[src/common/pcs_fabric_pkg.sv]
package pcs_fabric_pkg;

  // ****************************************
  // Data path layout
  // ****************************************
  localparam int BYTE_W       = 8;
  localparam int WORD_W       = 2 * BYTE_W;
  localparam int LO_BYTE_LSB  = 0;
  localparam int HI_BYTE_LSB  = BYTE_W;
  localparam int FIFO_ADDR_W  = 3;

  // ****************************************
  // Timing
  // ****************************************
  localparam int CLK_PERIOD_NS    = 40;
  localparam int TX_PAR_PERIOD_NS = 320;
  // Half period of the transmit parallel clock, in system cycles
  localparam int TX_HALF_CYC = (TX_PAR_PERIOD_NS / CLK_PERIOD_NS) / 2;

  // ****************************************
  // Synchroniser vector field positions
  // ****************************************
  localparam int SY_REC_CLK = 0;
  localparam int SY_TXC_CLK = 1;
  localparam int SY_RXC_CLK = 2;
  localparam int SY_BO_ENA  = 3;
  localparam int SY_BO_MAN  = 4;
  localparam int SY_WIDE    = 5;
  localparam int SY_REV_ENA = 6;
  localparam int SY_RX_DATA = 7;
  localparam int SY_TX_DATA = SY_RX_DATA + WORD_W;
  localparam int SY_W       = SY_TX_DATA + WORD_W;

  // ****************************************
  // Reset values
  // ****************************************
  localparam logic [WORD_W-1:0] WORD_RST = 16'h0000;
  localparam logic [BYTE_W-1:0] BYTE_RST = 8'h00;

  // Byte ordering sequencer
  typedef enum logic [1:0] {
    BO_IDLE     = 2'b01,
    BO_WAIT_LOW = 2'b10
  } bo_state_e;

endpackage

[src/rtl/phase_comp_fifo.sv]
`timescale 1ns/1ps
module phase_comp_fifo
  import pcs_fabric_pkg::*;
#(
  parameter int WIDTH  = WORD_W,
  parameter int ADDR_W = FIFO_ADDR_W
) (
  // Clock and reset
  input  wire logic             clk,
  input  wire logic             rst_n,
  // Write side
  input  wire logic             wr_en,
  input  wire logic [WIDTH-1:0] wr_data,
  // Read side
  input  wire logic             rd_en,
  output      logic [WIDTH-1:0] rd_data,
  // Status
  output      logic             full,
  output      logic             empty
);

  localparam int DEPTH = 1 << ADDR_W;

  logic [WIDTH-1:0]  mem [DEPTH];
  logic [ADDR_W-1:0] wr_ptr;
  logic [ADDR_W-1:0] rd_ptr;
  logic [ADDR_W:0]   count;
  logic [ADDR_W-1:0] next_wr_ptr;
  logic [ADDR_W-1:0] next_rd_ptr;
  logic [ADDR_W:0]   next_count;
  logic              do_wr;
  logic              do_rd;

  // Writes into a full FIFO are dropped unless a read happens in the same cycle; reads from an empty one are dropped
  assign full    = (count == (ADDR_W + 1)'(DEPTH));
  assign empty   = (count == '0);
  assign rd_data = mem[rd_ptr];
  assign do_wr   = wr_en && (!full || rd_en);
  assign do_rd   = rd_en && !empty;

  // Pointer and fill level update
  always_comb begin
    next_wr_ptr = do_wr ? wr_ptr + 1'b1 : wr_ptr;
    next_rd_ptr = do_rd ? rd_ptr + 1'b1 : rd_ptr;
    next_count  = count;
    if (do_wr && !do_rd) begin
      next_count = count + 1'b1;
    end else if (do_rd && !do_wr) begin
      next_count = count - 1'b1;
    end
  end

  always_ff @(posedge clk or negedge rst_n) begin
    if (!rst_n) begin
      wr_ptr <= '0;
      rd_ptr <= '0;
      count  <= '0;
    end else begin
      wr_ptr <= next_wr_ptr;
      rd_ptr <= next_rd_ptr;
      count  <= next_count;
    end
  end

  // Storage has no reset; contents are only read once written
  always_ff @(posedge clk) begin
    if (do_wr) begin
      mem[wr_ptr] <= wr_data;
    end
  end

endmodule

[src/rtl/pcs_fabric_port.sv]
`timescale 1ns/1ps
module pcs_fabric_port
  import pcs_fabric_pkg::*;
#(
  parameter int TX_HALF = TX_HALF_CYC
) (
  // System clock and reset
  input  wire logic              clk,
  input  wire logic              rst_n,
  // Clocks from line and fabric
  input  wire logic              rx_rec_clk,
  input  wire logic              tx_core_clk,
  input  wire logic              rx_core_clk,
  output      logic              tx_par_clk,
  output      logic              rx_par_clk,
  // Data paths
  input  wire logic [WORD_W-1:0] rx_line_data,
  output      logic [WORD_W-1:0] rx_data,
  input  wire logic [WORD_W-1:0] tx_data,
  output      logic [WORD_W-1:0] tx_line_data,
  // Phase compensation FIFO status
  output      logic              rx_fifo_full,
  output      logic              rx_fifo_empty,
  output      logic              tx_fifo_full,
  output      logic              tx_fifo_empty,
  // Byte ordering and reversal
  input  wire logic              order_manual,
  input  wire logic              order_ena,
  output      logic              order_flag,
  input  wire logic              wide_width,
  input  wire logic              byte_rev_ena
);

  // ****************************************
  // Reset release and input synchronisers
  // ****************************************
  logic            rst_s1;
  logic            rst_sync_n;
  logic [SY_W-1:0] sy_in;
  logic [SY_W-1:0] sy1;
  logic [SY_W-1:0] sy2;
  logic [2:0]      clk_prev;

  // Reset deasserts cleanly on the system clock
  always_ff @(posedge clk or negedge rst_n) begin
    if (!rst_n) begin
      rst_s1     <= 1'b0;
      rst_sync_n <= 1'b0;
    end else begin
      rst_s1     <= 1'b1;
      rst_sync_n <= rst_s1;
    end
  end

  assign sy_in = {tx_data, rx_line_data, byte_rev_ena, wide_width,
                  order_manual, order_ena, rx_core_clk, tx_core_clk,
                  rx_rec_clk};

  // Every pin input passes two flops before use
  always_ff @(posedge clk or negedge rst_sync_n) begin
    if (!rst_sync_n) begin
      sy1      <= '0;
      sy2      <= '0;
      clk_prev <= '0;
    end else begin
      sy1      <= sy_in;
      sy2      <= sy1;
      clk_prev <= sy2[SY_RXC_CLK:SY_REC_CLK];
    end
  end

  // ****************************************
  // Clock edge enables
  // ****************************************
  logic rec_rise;
  logic txc_rise;
  logic rxc_rise;

  assign rec_rise = sy2[SY_REC_CLK] && !clk_prev[SY_REC_CLK];
  assign txc_rise = sy2[SY_TXC_CLK] && !clk_prev[SY_TXC_CLK];
  assign rxc_rise = sy2[SY_RXC_CLK] && !clk_prev[SY_RXC_CLK];

  // ****************************************
  // Transmit parallel clock divider
  // ****************************************
  logic [7:0] div_cnt;
  logic [7:0] next_div_cnt;
  logic       next_tx_par_clk;
  logic       tx_rise;

  // Free running divider; tx_rise marks its rising edge
  always_comb begin
    next_div_cnt    = div_cnt + 8'h01;
    next_tx_par_clk = tx_par_clk;
    tx_rise         = 1'b0;
    if (div_cnt == 8'(TX_HALF - 1)) begin
      next_div_cnt    = 8'h00;
      next_tx_par_clk = !tx_par_clk;
      tx_rise         = !tx_par_clk;
    end
  end

  always_ff @(posedge clk or negedge rst_sync_n) begin
    if (!rst_sync_n) begin
      div_cnt    <= 8'h00;
      tx_par_clk <= 1'b0;
    end else begin
      div_cnt    <= next_div_cnt;
      tx_par_clk <= next_tx_par_clk;
    end
  end

  // ****************************************
  // Byte ordering in the recovered domain
  // ****************************************
  bo_state_e         bo_state;
  bo_state_e         next_bo_state;
  logic              order_now;
  logic              byte_shift;
  logic              next_byte_shift;
  logic              next_order_flag;
  logic [BYTE_W-1:0] prev_hi;
  logic [BYTE_W-1:0] next_prev_hi;
  logic [WORD_W-1:0] line_word;
  logic [WORD_W-1:0] ordered;
  logic [WORD_W-1:0] rx_word;
  logic              next_rx_par_clk;

  assign line_word = sy2[SY_RX_DATA +: WORD_W];

  // Enable is only looked at on recovered clock edges, since the
  // fabric keeps it up for at least one of those periods
  always_comb begin
    next_bo_state = bo_state;
    order_now     = 1'b0;
    case (bo_state)
      BO_IDLE: begin
        if (rec_rise && sy2[SY_BO_ENA] && sy2[SY_BO_MAN]) begin
          order_now     = 1'b1;
          next_bo_state = BO_WAIT_LOW;
        end
      end
      BO_WAIT_LOW: begin
        if (rec_rise && !sy2[SY_BO_ENA]) begin
          next_bo_state = BO_IDLE;
        end
      end
      default: begin
        next_bo_state = BO_IDLE;
      end
    endcase
  end

  // Ordering slips the word boundary by one byte
  always_comb begin
    next_byte_shift = byte_shift ^ order_now;
    next_prev_hi    = rec_rise ? line_word[HI_BYTE_LSB +: BYTE_W] : prev_hi;
    next_order_flag = rec_rise ? order_now : order_flag;
    next_rx_par_clk = sy2[SY_REC_CLK];
    ordered = byte_shift ? {line_word[LO_BYTE_LSB +: BYTE_W], prev_hi}
                         : line_word;
    rx_word = ordered;
    // Reversal is only honoured at the 16 or 20 bit line width
    if (sy2[SY_WIDE] && sy2[SY_REV_ENA]) begin
      rx_word = {ordered[LO_BYTE_LSB +: BYTE_W],
                 ordered[HI_BYTE_LSB +: BYTE_W]};
    end
  end

  always_ff @(posedge clk or negedge rst_sync_n) begin
    if (!rst_sync_n) begin
      bo_state   <= BO_IDLE;
      byte_shift <= 1'b0;
      prev_hi    <= BYTE_RST;
      order_flag <= 1'b0;
      rx_par_clk <= 1'b0;
    end else begin
      bo_state   <= next_bo_state;
      byte_shift <= next_byte_shift;
      prev_hi    <= next_prev_hi;
      order_flag <= next_order_flag;
      rx_par_clk <= next_rx_par_clk;
    end
  end

  // ****************************************
  // Phase compensation FIFOs
  // ****************************************
  logic [WORD_W-1:0] rx_fifo_q;
  logic [WORD_W-1:0] tx_fifo_q;
  logic              rx_full_raw;
  logic              rx_empty_raw;
  logic              tx_full_raw;
  logic              tx_empty_raw;
  logic              tx_pop;

  // Receive side: line writes, fabric core clock reads
  phase_comp_fifo #(
    .WIDTH  (WORD_W),
    .ADDR_W (FIFO_ADDR_W)
  ) u_rx_fifo (
    .clk     (clk),
    .rst_n   (rst_sync_n),
    .wr_en   (rec_rise),
    .wr_data (rx_word),
    .rd_en   (rxc_rise),
    .rd_data (rx_fifo_q),
    .full    (rx_full_raw),
    .empty   (rx_empty_raw)
  );

  // Transmit side: fabric core clock writes, line clock reads
  phase_comp_fifo #(
    .WIDTH  (WORD_W),
    .ADDR_W (FIFO_ADDR_W)
  ) u_tx_fifo (
    .clk     (clk),
    .rst_n   (rst_sync_n),
    .wr_en   (txc_rise),
    .wr_data (sy2[SY_TX_DATA +: WORD_W]),
    .rd_en   (tx_pop),
    .rd_data (tx_fifo_q),
    .full    (tx_full_raw),
    .empty   (tx_empty_raw)
  );

  assign tx_pop = tx_rise;

  // ****************************************
  // Fabric and line side output registers
  // ****************************************
  logic [WORD_W-1:0] next_rx_data;
  logic [WORD_W-1:0] next_tx_line_data;
  logic              next_rx_full;
  logic              next_rx_empty;
  logic              next_tx_full;
  logic              next_tx_empty;

  // Flags only move on their core clock edges, so fabric can
  // sample them on that clock without a synchroniser
  always_comb begin
    next_rx_data      = rx_data;
    next_rx_full      = rx_fifo_full;
    next_rx_empty     = rx_fifo_empty;
    next_tx_full      = tx_fifo_full;
    next_tx_empty     = tx_fifo_empty;
    next_tx_line_data = tx_line_data;
    if (rxc_rise) begin
      next_rx_data  = rx_empty_raw ? rx_data : rx_fifo_q;
      next_rx_full  = rx_full_raw;
      next_rx_empty = rx_empty_raw;
    end
    if (txc_rise) begin
      next_tx_full  = tx_full_raw;
      next_tx_empty = tx_empty_raw;
    end
    if (tx_rise && !tx_empty_raw) begin
      next_tx_line_data = tx_fifo_q;
    end
  end

  always_ff @(posedge clk or negedge rst_sync_n) begin
    if (!rst_sync_n) begin
      rx_data       <= WORD_RST;
      tx_line_data  <= WORD_RST;
      rx_fifo_full  <= 1'b0;
      rx_fifo_empty <= 1'b1;
      tx_fifo_full  <= 1'b0;
      tx_fifo_empty <= 1'b1;
    end else begin
      rx_data       <= next_rx_data;
      tx_line_data  <= next_tx_line_data;
      rx_fifo_full  <= next_rx_full;
      rx_fifo_empty <= next_rx_empty;
      tx_fifo_full  <= next_tx_full;
      tx_fifo_empty <= next_tx_empty;
    end
  end

endmodule

[config.mk]
export PLATFORM = sky130hd
export DESIGN_NAME = pcs_fabric_port
export DESIGN_NICKNAME = d
export VERILOG_FILES = /design/src/common/pcs_fabric_pkg.sv /design/src/rtl/phase_comp_fifo.sv /design/src/rtl/pcs_fabric_port.sv
export SDC_FILE = /design/constraint.sdc
export NUM_CORES = 1
export LEC_CHECK = 0
export BUFFER_PORTS_ARGS = -buffer_cell sky130_fd_sc_hd__buf_2
export CAP_MARGIN = 10
export CORE_ASPECT_RATIO = 1.75
export CORE_MARGIN = 4
export CORE_UTILIZATION = 44
export DETAILED_ROUTE_END_ITERATION = 12
export GPL_ROUTABILITY_DRIVEN = 0
export HOLD_SLACK_MARGIN = 0.15
export PLACE_DENSITY_LB_ADDON = 0.3
export SLEW_MARGIN = 30
export SYNTH_ARGS = -nofsm -noshare
export SYNTH_HDL_FRONTEND = slang
export SYNTH_SLANG_ARGS = --single-unit
[constraint.sdc]
create_clock -name clk -period 6.85 [get_ports clk]
set_input_delay 0 -clock clk [delete_from_list [all_inputs] [get_ports clk]]
set_output_delay 0 -clock clk [all_outputs]
set_load 0.01 [all_outputs]
==> reports/qor.txt, run 1 <==
Final min period: 3.41 ns
top cells by area, synth: edfxtp_1, dfrtp_1, mux4_2, mux2i_1, o21ai_0
Total Power: 7.05 mW
Seq/Total Area, Yosys: 75.9%
Max stage delay on crit path: 0.50 ns
Setup crit end kind: flip-flop
Arr. time, crit path: 3.81 ns
Die H: 256 microns
Worst-Margin Slew: 0.960 ns
# setup viols final: 0
Post-synth ARST share: 38.5%
Vias/cell: 5.08
critical path class: reg2reg
H-tree levels: 2
crit-path cells: ha_1 > or4b_4 > or3_1 > buf_4 > ha_1 > inv_1 > ha_1 > a21o_1 > a2111oi_0 > o31ai_1
final hold violations: 0
post-synthesis net count: 882
Die ar.: 38200 sq um
FMAX: 293 MHz
Crit path depth: 10
cells on worst reg2reg path: 10
Clk Latency, worst-skew pair: 0.53 ns
drt initial violations: 295
Synth Cell Area: 15400 sq um
CTS tree: built
maximum vdd drop: 255 uV
Total Nets Final: 1065
Clock transition at path regs: 0.06 ns
Synth Instances: 828
slowest stage cell, crit path: or4b_4
ys flop type: edfxtp_1
Tcrit/Tclk final: 49.8%
Yosys top cell area share: 49.9%
Largest delay share family, worst path: simple AND/OR/NAND/NOR gates
worst hold path class: in2async
post-synth cell types: 46
vias in the first global route: 8296
Commonest cells post-synth: edfxtp_1, dfrtp_1, mux4_2
worst path bufs/invs: 2
number of port buffers: 79
Total GRT Usage: 15.4%
via count: 7628
CTS max path bufs: 3
status: completed
Worst Setup Start Kind: flip-flop
Post-Route WL: 28300 microns
dominant cell type by area after synthesis: edfxtp_1
I/O pin total: 80
post-route ant nets: 0
yosys synthesis warning count: 0
Initial Util: 44.6%
area of the multi-input gates: 3600 sq um
remaining global-route overflow: 0
final slew viol count: 0
largest net degree at the start of global routing: 61
Fill cells: 2732
wire per inst: 18.8 microns
EDFF count, synth: 256
drt drc: 0
# rows: 90
#FFs+latches synth: 416
Post-Syn Area per Cell: 18.6 sq um
cell with the most instances after synthesis: edfxtp_1
CORE AREA: 34600 sq um
RSZ-0062 raised after global routing: no
Setup Skew: 0.0131 ns
Setup Buffers After CTS: 0
relative slew slack: 35.3%
most used cell, CP: ha_1
CP Max Fanout: 36
Gates resized, CTS repair: 0
antenna violations before repair: 0
share of layout cells above drive strength 1: 26.2%
static leakage: 6.85 nW
# diodes: 0
max cap viols: 0
Die X: 149 microns
CTS buffer count: 38
PwrDens: 381 nW/um^2
dpl hpwl: 17900 microns
Area growth syn-to-layout: 20.0%
first-pass GRT wire length: 45900 microns
Crit path required time: 7.25 ns
register area: 11700 sq um
drt first pass iters: 4
total clock sinks: 416
setup TNS: 0 ns
CTS root buf: clkbuf_16
## where the power goes
| part | internal, mW | switching, mW |
|---|---|---|
| Combinational | 0.782 | 0.777 |
| Clock | 1.16 | 0.891 |
| Sequential | 3.11 | 0.334 |
| Total | 5.05 | 2.00 |
## final timing paths
path	start	endpoint	slack (ns)
max in group asynchronous	rst_sync_n$_DFF_PN0_	u_rx_fifo.wr_ptr[0]$_DFFE_PN0P_	5.19
hold / removal	rst_n	rst_sync_n$_DFF_PN0_	0.33
setup / recovery	div_cnt[0]$_DFF_PN0_	u_tx_fifo.count[3]$_DFFE_PN0P_	3.44
hold reg to reg	sy1[29]$_DFF_PN0_	sy2[29]$_DFF_PN0_	0.35
min in group clk	sy1[29]$_DFF_PN0_	sy2[29]$_DFF_PN0_	0.35
setup reg to reg	div_cnt[0]$_DFF_PN0_	u_tx_fifo.count[3]$_DFFE_PN0P_	3.44
## area by class of cell
| cell class | instances | share of cell area (%) |
|---|---|---|
| sequential | 416 | 63.3 |
| inverter | 9 | 0.183 |
| tap | 460 | 3.11 |
| multi-input combinational | 365 | 19.5 |
| clock inverter | 15 | 0.832 |
| clock buffer | 55 | 5.70 |
| timing repair buffer | 181 | 7.43 |
## logic make-up after synthesis
kind of cell	after synthesis	synth area share, %
buf+inv	47	1.40
compound gates	96	3.81
xor+xnor	21	1.24
fa+ha+maj	13	1.15
mux	112	12.6
simple gates	122	3.88
other cells	1	0.0243
flops	416	75.9
## metrics by stage
step	hold WS, ns	std cells	instance area, sq um	utilization, %	setup WS (ns)
final	0.328	1501	18500	53.5	3.44
after floorplan	-0.296	828	15400	-	2.07
after detailed placement	-0.210	1348	16500	47.6	3.43
after global placement	-0.213	1346	16400	47.5	3.48
after global routing	0.344	1501	18500	53.5	3.16
after CTS	0.310	1498	18500	53.4	3.41
## flip-flops by register name (all words and copies together), names as in the netlist, 2 cells and up
name and cells:
u_rx_fifo.mem 128, u_tx_fifo.mem 128, sy1 39, sy2 39
rx_data 16, tx_line_data 16, div_cnt 8, prev_hi 8
u_rx_fifo.count 4, u_tx_fifo.count 4, clk_prev 3, u_rx_fifo.rd_ptr 3
u_rx_fifo.wr_ptr 3, u_tx_fifo.rd_ptr 3, u_tx_fifo.wr_ptr 3, bo_state 2
## placed cells by master (no fill, tap or decap), types with 21 or more instances in the layout
cell type      synthesis  layout
buf_2                  7      80
clkbuf_16              0      38
dfrtp_1              157     151
dlygate4sd3_1          0      80
edfxtp_1             256     256
mux2i_1               34      34
mux4_2                64      64
nand2_1               36      36
nand2b_1              21      21
nor2_1                28      25
o21ai_0               35      31
## worst min-delay path: cells and delay by family
family | cells | cell delay, ns
buffers and inverters | 3 | 1.19
## per-layer routing
layer	GRT usage [%]	vias to the layer above	wire [microns]
li1	-	3540	-
met1	17.9	3928	10600
met2	29.2	118	16300
met3	2.18	42	760
met4	4.61	0	612
met5	0	-	0
## repair_timing
action                                  in CTS  in global routing
hold endpoints to repair                    41                  0
hold buffers                                80                  0
endpoints found under the setup margin       0                  0
(Power assumes the default switching activity.)
==> run 2: changes to the inputs <==
clock period = 2.9 ns   (was 6.85 ns; I/O delays follow)
==> reports/qor.txt, run 2 (synthesis gave the netlist of run 1 again) <==
max cap viols: 0
final slew viol count: 0
drt drc: 0
static leakage: 7.08 nW
vias in the first global route: 8577
antenna violations before repair: 0
biggest registers after layout: u_rx_fifo.mem: 128 flops, u_tx_fifo.mem: 128 flops
first-pass GRT wire length: 47400 microns
met3 usage: 2.37%
CORE AREA: 34600 sq um
FMAX: 366 MHz
Initial Util: 44.6%
CTS tree: built
worst setup path end: u_tx_fifo.count[3]$_DFFE_PN0P_
Die H: 256 microns
cells on worst reg2reg path: 10
CTS buffer count: 37
CTS max path bufs: 3
grt met2 use: 31.0%
drt initial violations: 327
Fill cells: 2710
wire per inst: 19.2 microns
PwrDens: 922 nW/um^2
RSZ-0062 raised after global routing: no
share of layout cells above drive strength 1: 28.7%
number of port buffers: 79
post-route ant nets: 0
Setup Skew: 0.0140 ns
Placed Cells: 1379
largest net degree at the start of global routing: 50
# setup viols final: 0
via count: 7813
Worst-Margin Slew: 0.944 ns
H-tree levels: 2
Non-Filler Instances: 1530
Arr. time, crit path: 3.14 ns
most used routing layer in global routing: met2
# rows: 90
reg2reg start: div_cnt[0]$_DFF_PN0_
I/O pin total: 80
reg-to-reg setup timing slack: 0.17 ns
Final min period: 2.73 ns
final hold violations: 0
# diodes: 0
critical path class: reg2reg
total clock sinks: 416
setup TNS: 0 ns
drt first pass iters: 4
Worst Setup Start Kind: flip-flop
Clk Latency, worst-skew pair: 0.54 ns
Post-Route WL: 29400 microns
crit path launch: div_cnt[0]$_DFF_PN0_
Area growth syn-to-layout: 22.8%
Die X: 149 microns
dpl hpwl: 18400 microns
hold slack: 0.321 ns
maximum vdd drop: 590 uV
remaining global-route overflow: 0
relative slew slack: 36.4%
Vias/cell: 5.11
CTS root buf: clkbuf_16
Crit path required time: 3.31 ns
commonest cells after routing, fill and taps aside: edfxtp_1, dfrtp_1, dlygate4sd3_1, buf_2, mux4_2
commonest non-fill, non-tap cell in the layout: edfxtp_1
Die ar.: 38200 sq um
M1 GR Usage: 17.7%
worst hold path class: reg2async
RR Endpoint: u_tx_fifo.count[3]$_DFFE_PN0P_
Tcrit/Tclk final: 94.1%
status: completed
Total Nets Final: 1095
CP Max Fanout: 5
Clock transition at path regs: 0.07 ns
Total GRT Usage: 16.0%
Setup crit end kind: flip-flop
==> run 2: how the worst min path moves through the flow <==
| stage | start | endpoint | slack, ns | depth (start not counted) |
|---|---|---|---|---|
| CTS | rst_n | rst_sync_n$_DFF_PN0_ | 0.28 | 3 |
| global route | rst_n | rst_sync_n$_DFF_PN0_ | 0.33 | 3 |
| detailed placement | rst_n | rst_s1$_DFF_PN0_ | -0.21 | 1 |
| finish | rst_sync_n$_DFF_PN0_ | sy2[31]$_DFF_PN0_ | 0.32 | 0 |
| floorplan | rst_n | rst_s1$_DFF_PN0_ | -0.30 | 0 |
| global placement | rst_n | rst_s1$_DFF_PN0_ | -0.21 | 1 |
==> run 2: layer usage <==
metal	vias to the layer above	wire length, microns	share of wire, %
met5	-	0	0
met4	0	726	2.5
met3	54	1020	3.5
met2	144	17000	58
met1	4020	10600	36
li1	3595	-	-
==> run 2: where the power goes <==
group / internal [mW] / switching, mW / leakage, nW
clock network: 3.26 / 2.11 / 0.659
logic: 2.04 / 2.06 / 2.22
registers: 7.34 / 0.640 / 4.20
==> run 2: final cells by class <==
type,instances,area [sq um],area share [%]
sequential,416,11700,61.8
multi-input combinational,365,3620,19.1
tap,460,576,3.04
clock inverter,19,307,1.62
clock buffer,49,1040,5.51
timing repair buffer,212,1640,8.69
inverter,9,33.8,0.178
==> run 2: through the flow <==
| stage | area [sq um] | utilization (%) | power [mW] | setup slack [ns] |
|---|---|---|---|---|
| 6_report | 18900 | 54.7 | 17.5 | 0.170 |
| 5_1_grt | 18900 | 54.7 | 18.4 | 0.0271 |
| 4_1_cts | 18900 | 54.6 | 17.7 | 0.0903 |
| 3_5_place_dp | 16700 | 48.4 | 12.2 | 0.0795 |
| 3_3_place_gp | 16700 | 48.4 | 12.1 | 0.124 |
| 2_1_floorplan | 15500 | - | 10.7 | -0.264 |
==> run 2: critical path: stages, from the launching register on <==
cell	delay [ns]
dfrtp_1	0.40
ha_4	0.17
or4b_4	0.47
or3_4	0.42
ha_4	0.17
inv_2	0.09
ha_1	0.23
a21o_1	0.22
a21oi_2	0.15
mux2i_1	0.20
o31ai_1	0.09
==> run 2: timing repair <==
item / in CTS / in global routing
hold buffers: 80 / 0
endpoints found under the setup margin: 0 / 1
buffers inserted: 0 / 3
resized for setup: 0 / 5
hold endpoints to repair: 41 / 0
